## src/pdl_consts.svh

```systemverilog
// constants for the paged diagnostic live status register bank
// assumes inclusion by bare name from the design file and the bench
`ifndef PDL_CONSTS_SVH
`define PDL_CONSTS_SVH
`define PDL_PAGE_SELECT_OFS   8'h00
`define PDL_LOAD_SINK_OFS     8'h16
`define PDL_LIVE_EVENT_OFS    8'h2c
`define PDL_CHAN_SUMMARY_OFS  8'h2d
`define PDL_THIS_PAGE         8'h01
`define PDL_PAGE_RESET        8'h00
`define PDL_SINK_CODE_RESET   3'h0
`define PDL_SINK_SEL_BIT      7
`define PDL_SINK_CODE_HI      6
`define PDL_SINK_CODE_LO      4
`define PDL_EVT_CLK_ERR_BIT   7
`define PDL_EVT_PLL_LOCK_BIT  6
`define PDL_EVT_OVER_TEMP_BIT 5
`define PDL_EVT_OVER_CUR_BIT  4
`define PDL_SUM_SHORT_BAT_BIT 1
`define PDL_NUM_CHANNELS      4
`endif

```

## src/pdl_pkg.sv

```systemverilog
// types for the paged diagnostic live status register bank
// assumes pdl_consts.svh is on the include path
package pdl_pkg;
    typedef logic [7:0] pdl_byte_t;
    typedef logic [2:0] pdl_sink_code_t;
endpackage

```

## src/pdl_regs.sv

```systemverilog
// register bank of page one: page select, bias load sink, live status
// assumes a byte-wide control port decoded outside, faults synchronous to mclk
`timescale 1ns/1ps
`include "pdl_consts.svh"

module pdl_regs
    import pdl_pkg::*;
(
    input  wire logic           mclk,
    input  wire logic           srst,
    input  wire logic           reg_wr,
    input  wire logic           reg_rd,
    input  wire logic [7:0]     reg_addr,
    input  wire logic [7:0]     reg_wdata,
    output logic      [7:0]     reg_rdata,
    output logic      [7:0]     page_sel,
    output logic                sink_manual_select,
    output logic      [2:0]     sink_current_code,
    input  wire logic [2:0]     sink_auto_code,
    output logic      [2:0]     sink_drive_code,
    input  wire logic           clk_err_det,
    input  wire logic           pll_lock_det,
    input  wire logic           over_temp_det,
    input  wire logic           over_cur_det,
    input  wire logic [31:0]    channel_fault_detail,
    input  wire logic           short_bat_low_det
);

    // configuration state
    pdl_byte_t      page_q, page_d;
    logic           sel_q, sel_d;
    pdl_sink_code_t code_q, code_d;
    pdl_byte_t      rdata_q, rdata_d;
    logic [3:0]     chan_flag;
    logic           on_page;
    pdl_byte_t      event_word, summary_word, sink_word;

    // page select is reachable on every page; the rest only on page one
    assign on_page = (page_q == `PDL_THIS_PAGE);

    // per channel fault summary: bit 7 of detail is open input ... bit 0 short bat
    genvar ch;
    generate
        for (ch = 0; ch < `PDL_NUM_CHANNELS; ch++) begin : g_chan
            // channel ch+1 detail byte lives at [8*ch+7:8*ch]
            assign chan_flag[ch] = |channel_fault_detail[8*ch +: 8];
        end
    endgenerate

    // live words are pure combinational views, so nothing latches
    always_comb begin
        event_word = 8'h00;
        event_word[`PDL_EVT_CLK_ERR_BIT]   = clk_err_det;
        event_word[`PDL_EVT_PLL_LOCK_BIT]  = pll_lock_det;
        event_word[`PDL_EVT_OVER_TEMP_BIT] = over_temp_det;
        event_word[`PDL_EVT_OVER_CUR_BIT]  = over_cur_det;
        summary_word = 8'h00;
        summary_word[7:4] = {chan_flag[0], chan_flag[1], chan_flag[2], chan_flag[3]};
        summary_word[`PDL_SUM_SHORT_BAT_BIT] = short_bat_low_det;
        sink_word = {sel_q, code_q, 4'h0};
    end

    // next state of writable fields and read data register
    always_comb begin
        page_d  = page_q;
        sel_d   = sel_q;
        code_d  = code_q;
        rdata_d = rdata_q;
        if (reg_wr && reg_addr == `PDL_PAGE_SELECT_OFS) begin
            page_d = reg_wdata;
        end
        // reserved low bits are dropped; host is expected to write zero there
        if (reg_wr && on_page && reg_addr == `PDL_LOAD_SINK_OFS) begin
            sel_d  = reg_wdata[`PDL_SINK_SEL_BIT];
            code_d = reg_wdata[`PDL_SINK_CODE_HI:`PDL_SINK_CODE_LO];
        end
        if (reg_rd) begin
            if (reg_addr == `PDL_PAGE_SELECT_OFS)
                rdata_d = page_q;
            else if (!on_page)
                rdata_d = 8'h00;
            else if (reg_addr == `PDL_LOAD_SINK_OFS)
                rdata_d = sink_word;
            else if (reg_addr == `PDL_LIVE_EVENT_OFS)
                rdata_d = event_word;
            else if (reg_addr == `PDL_CHAN_SUMMARY_OFS)
                rdata_d = summary_word;
            else
                rdata_d = 8'h00;
        end
    end

    // registers; live status has no storage so writes there cannot stick
    always_ff @(posedge mclk) begin
        if (srst) begin
            page_q  <= `PDL_PAGE_RESET;
            sel_q   <= 1'b0;
            code_q  <= `PDL_SINK_CODE_RESET;
            rdata_q <= 8'h00;
        end else begin
            page_q  <= page_d;
            sel_q   <= sel_d;
            code_q  <= code_d;
            rdata_q <= rdata_d;
        end
    end

    assign reg_rdata          = rdata_q;
    assign page_sel           = page_q;
    assign sink_manual_select = sel_q;
    assign sink_current_code  = code_q;
    // analog sink takes the automatic code unless software chose a manual one
    assign sink_drive_code = sel_q ? code_q : sink_auto_code;
endmodule // pdl_regs

```

## config.mk

```make
export PLATFORM = sky130hd
export DESIGN_NAME = pdl_regs
export DESIGN_NICKNAME = d
export VERILOG_FILES = /design/src/pdl_pkg.sv /design/src/pdl_regs.sv
export VERILOG_INCLUDE_DIRS = /design/src
export SDC_FILE = /design/constraint.sdc
export NUM_CORES = 1
export LEC_CHECK = 0
export ABC_AREA = 1
export BUFFER_PORTS_ARGS = -buffer_cell sky130_fd_sc_hd__buf_2
export CAP_MARGIN = 10
export CORE_MARGIN = 8
export CORE_UTILIZATION = 38
export DETAILED_ROUTE_END_ITERATION = 8
export PLACE_DENSITY = 0.85
export SLEW_MARGIN = 20
export SYNTH_ARGS = -nofsm -noshare
export SYNTH_HDL_FRONTEND = slang
export SYNTH_SLANG_ARGS = --single-unit
```

## constraint.sdc

```tcl
create_clock -name mclk -period 1.05 [get_ports mclk]
set_input_delay 0.0525 -clock mclk [delete_from_list [all_inputs] [get_ports mclk]]
set_output_delay 0.0525 -clock mclk [all_outputs]
set_load 0.03 [all_outputs]
```

# Word level (Yosys, flattened, before mapping)
# Index checks and enable logic that the tools add are counted.
[classes]
eq_ne = 4
mux = 6
n_reduce_logical = 8
[op_table]
columns = ["op", "n"]
rows = [
  ["$mux W8", 5],
  ["$reduce_or A8 Y1", 4],
  ["$eq A8 B6 Y1 const B", 2],
  ["$eq A8 B1 Y1 const B", 1],
  ["$eq A8 B5 Y1 const B", 1],
  ["$logic_not A8 Y1", 1],
  ["$logic_and A1 B1 Y1", 3],
  ["$mux W3", 1],
]
[word_totals]
reg_bits = 20
inputBits = 60
output_inout_bits = 23
word_cells = 22

# Longest topological paths before layout
[logic_depth]
word_depth = 6
mapped_depth = 9
ltp_nobuf = 9

# Least setup slack after synthesis
# Ideal clock, no wire load.
[synth_timing]
path_kind = "register to register"
start = "register page_q[0] (netlist: page_sel[0])"
end = "register sel_q (netlist: sink_manual_select)"
setup_time_ps = 116
arrival_time_ps = 1205
t_required_ps = 934
setup_slack_ps = -271
stages_incl_launch_ff = 10
path_buffers = 0
period_less_slack_ps = 1321
path_cell_list = "dfxtp_1 > inv_1 > nor2_2 > nand2_2 > nor2_4 > nand2_2 > nor2_4 > inv_2 > nor2_1 > nor2_1"
[synth_between]
elab_chain_len = 3
[synth_rtl]
columns = ["item", "line", "source"]
rows = [
  ["start: declaration", "pdl_regs.sv:30", "pdl_byte_t page_q, page_d;"],
  ["start signal: assignment", "pdl_regs.sv:96", "page_q <= `PDL_PAGE_RESET;"],
  ["start signal: assignment", "pdl_regs.sv:101", "page_q <= page_d;"],
  ["$eq A8 B1 Y1 (no source line)", "--", ""],
  ["$logic_and A1 B1 Y1", "pdl_regs.sv:73", "if (reg_wr && on_page && reg_addr == `PDL_LOAD_SINK_OFS) begin"],
  ["$logic_and A1 B1 Y1 (no source line)", "--", ""],
  ["end signal: assignment", "pdl_regs.sv:102", "sel_q <= sel_d;"],
  ["end: declaration", "pdl_regs.sv:31", "logic sel_q, sel_d;"],
]
# Every way passes these cells.
# A chain may end at the register's enable or synchronous reset.

# Worst setup path after layout
[layout_timing]
start = "register page_q[0] (netlist: page_sel[0])"
end = "register code_q[1] (netlist: sink_current_code[1])"
[layout_between]
elab_chain_len = 3
[layout_rtl]
columns = ["item", "line", "source"]
rows = [
  ["$eq A8 B1 Y1 (no source line)", "--", ""],
  ["$logic_and A1 B1 Y1", "pdl_regs.sv:73", ""],
  ["$logic_and A1 B1 Y1 (no source line)", "--", ""],
  ["end signal: assignment", "pdl_regs.sv:98", "code_q <= `PDL_SINK_CODE_RESET;"],
  ["end signal: assignment", "pdl_regs.sv:103", "code_q <= code_d;"],
  ["end: declaration", "pdl_regs.sv:32", "pdl_sink_code_t code_q, code_d;"],
]
# Every way passes these cells.

==> reports/metrics.cfg <==
[run_status]
violations=negative setup slack
status=complete, but fails checks

[timing]
fmax_mhz=839.9
slew_headroom=0.8178
setup_violations=11
setup_ws_ps=-140.6
period_share=1.134
rsz0062_at_grt=true
final_max_slew_viol_count=0
fin_setup_tns_ps=-837.8
final-hold-violation-count=0
clock_skew_ps=6.830
fin_crit_ps=1191
tightest_slew_ps=273.1

[floorplan]
die_w_um=74.69
core_um2=3311
die_h_um=74.69
ios=83
row_count=21
dieArea_um2=5578
initial_core_util=0.3953

[place]
port_buffers=82
gp_congestion=0.8572
hpwl_um=3431
place_inst=360
place_area_um2=1861

[route]
viasPerCell=4.517
wl_um=4444
postRouteAntennaNets=0
dr_total_vias=1694
wl_per_cell_um=11.85
drt_iter0_markers=86
post-route-drc-count=0
drtPass1Iterations=4

[worst_setup_path]
crit_path_start=page_sel[0]
rr_worst_depth=9
reg2reg_setup_slack_ps=-140
start_kind=flip-flop
path_class=flip-flop to flip-flop
required_ps=1270
path_max_fanout=5
worstPathArrival_ps=1410
crit_chain=inv_2 > nor2_2 > nand2_2 > nor2_4 > nand2_2 > nor2_4 > inv_2 > nor2_1 > nor2_1
worstReg2RegStart=page_sel[0]
endpoint_kind=flip-flop
cp_slowest_cell=dfxtp_4
max_stage_delay_ps=370
worstReg2RegEnd=sink_current_code[1]
crit_end=sink_current_code[1]

[pwr]
p_leak_uw=0.001241
power_frac_comb=0.205
p_seq_frac=0.436
peakVddDrop_mv=0.7330
swShare=0.2513
internal-power_uw=1319
switchingPower_uw=442.6
p_total_uw=1761
clkPwrFrac=0.359
power_density_nw_per_um2=834.9

[yosys]
ys_seq_area_frac=0.3059
synth_top_family_by_area=simple AND/OR/NAND/NOR gates
synth_xor_xnor_area_share=0
yosys_warnings=0
ys_seq_elements=20
synthAdderAreaFrac=0
synth_top_area_share=0.3059
ys_async_sr_fraction=0
syn-num-nets=285
synth-simple-area-share=0.4130
synth_cells=225
yosys.area.top_type=dfxtp_1
synth_common_cells=nand2_1 (48), nor2_1 (48), inv_1 (42)
postSynthAreaPerCell_um2=5.817
ys_types=17
synth_area_um2=1309
yosys-top-cells-area=dfxtp_1 (31%), nand2_1 (14%), nor2_1 (14%), inv_1 (12%), o21ai_0 (5.7%)
synth_ff_type=dfxtp_1
muxShareOfSynthArea=0
synth_compound_area_frac=0.1348
synth_edf_count=0

[clocking]
clock_sinks=20
ctsRootBufferMaster=clkbuf_4
htreeDepth=1
clk_pin_slew_ps=120
cts_tree=done
numCtsBuffers=3
insertion_delay_ps=310
clock_path_buffers=2

[final_layout]
antenna_cells=0
fin_util=0.6372
fin_area_um2=2110
fill_cells=304
drive_gt1_frac=0.4316
nNetsFinal=390
final_cell_count_no_fill=375
area_growth_pct=61.19

[global_routing]
grt_max_degree=21
grt_pass1_wl_um=6630
overflow=0
grt_util_all_layers=0.1508
grt_pass1_vias=1562
antenna_found_initial=0

[flow_run]
max-cap-violations=0

[min_path]
hp-class=input pin to flip-flop

## final cells by class
type	count	area (µm²)	area share
Clock inverter	1	30.03	0.01423
Sequential cell	20	424.2	0.2011
Tap cell	46	57.56	0.02728
Multi-Input combinational cell	154	740.7	0.3511
Clock buffer	3	22.52	0.01068
Timing Repair Buffer	103	651.9	0.3090
Inverter	48	182.7	0.08660
## per-layer routing
layer | share of wire | up-vias | track usage
met5 | 0 | - | 0
met2 | 0.49 | 62 | 0.2691
met3 | 0.089 | 15 | 0.04128
met4 | 0.030 | 0 | 0.05870
li1 | - | 884 | -
met1 | 0.39 | 733 | 0.1642
## layout by cell type (no fill, tap or decap), drive strengths merged
cell	n
bufinv	1
clkbuf	3
nand2	55
dlygate4sd3	9
nand4	2
buf	94
o21ai	20
dfxtp	20
a21oi	13
inv	48
nor2	56
nand3	8
## registers in the layout, summed over array words and instances (netlist names)
| signal | flops |
|---|---|
| sink_current_code | 3 |
| sink_manual_select | 1 |
| page_sel | 8 |
| reg_rdata | 8 |
## power groups by stage
| stage | clock network (µW) | registers, µW | logic, µW |
|---|---|---|---|
| 6_report | 633 | 768 | 361 |
| 5_1_grt | 680 | 770 | 400 |
| 4_1_cts | 643 | 768 | 351 |
| 3_5_place_dp | 0 | 788 | 318 |
| 3_3_place_gp | 0 | 787 | 310 |
| 2_1_floorplan | 0 | 818 | 129 |
## per-stage QoR
stage	worst slack, ps	hold slack, ps
after floorplan	-90.79	186.1
after global placement	-106.3	279.0
after CTS	-131.8	10.56
after detailed placement	-134.1	288.5
after global routing	-215.6	46.25
final	-140.6	57.56
## cell families after synthesis
family                 after synthesis
AOI/OAI and AO/OA                   33
buffers and inverters               51
DFF                                 20
and+or+nand+nor                    121
## worst min path at each step
stage / from / to / cells past startpoint
2_1_floorplan: reg_wdata[2] / page_sel[2] / 2
3_5_place_dp: reg_wdata[2] / page_sel[2] / 3
6_report: reg_rd / reg_rdata[3] / 2
5_1_grt: reg_rd / reg_rdata[2] / 2
4_1_cts: short_bat_low_det / reg_rdata[1] / 3
3_3_place_gp: reg_wdata[2] / page_sel[2] / 3
## critical path, delay by kind of cell, from the launching register on
kind | cells | cell delay [ps]
flip-flops | 1 | 370
buffers and inverters | 2 | 100
AND/OR/NAND/NOR | 7 | 630
## timing repair
action                                  4_1_cts  5_1_grt
hold buffers                                  8        1
buffers inserted                              2        0
resized for setup                            12       29
pin swaps                                     2        4
endpoints found under the setup margin       12       20
hold endpoints to repair                      9        1
Note: power is estimated with default switching activity, not from simulation.
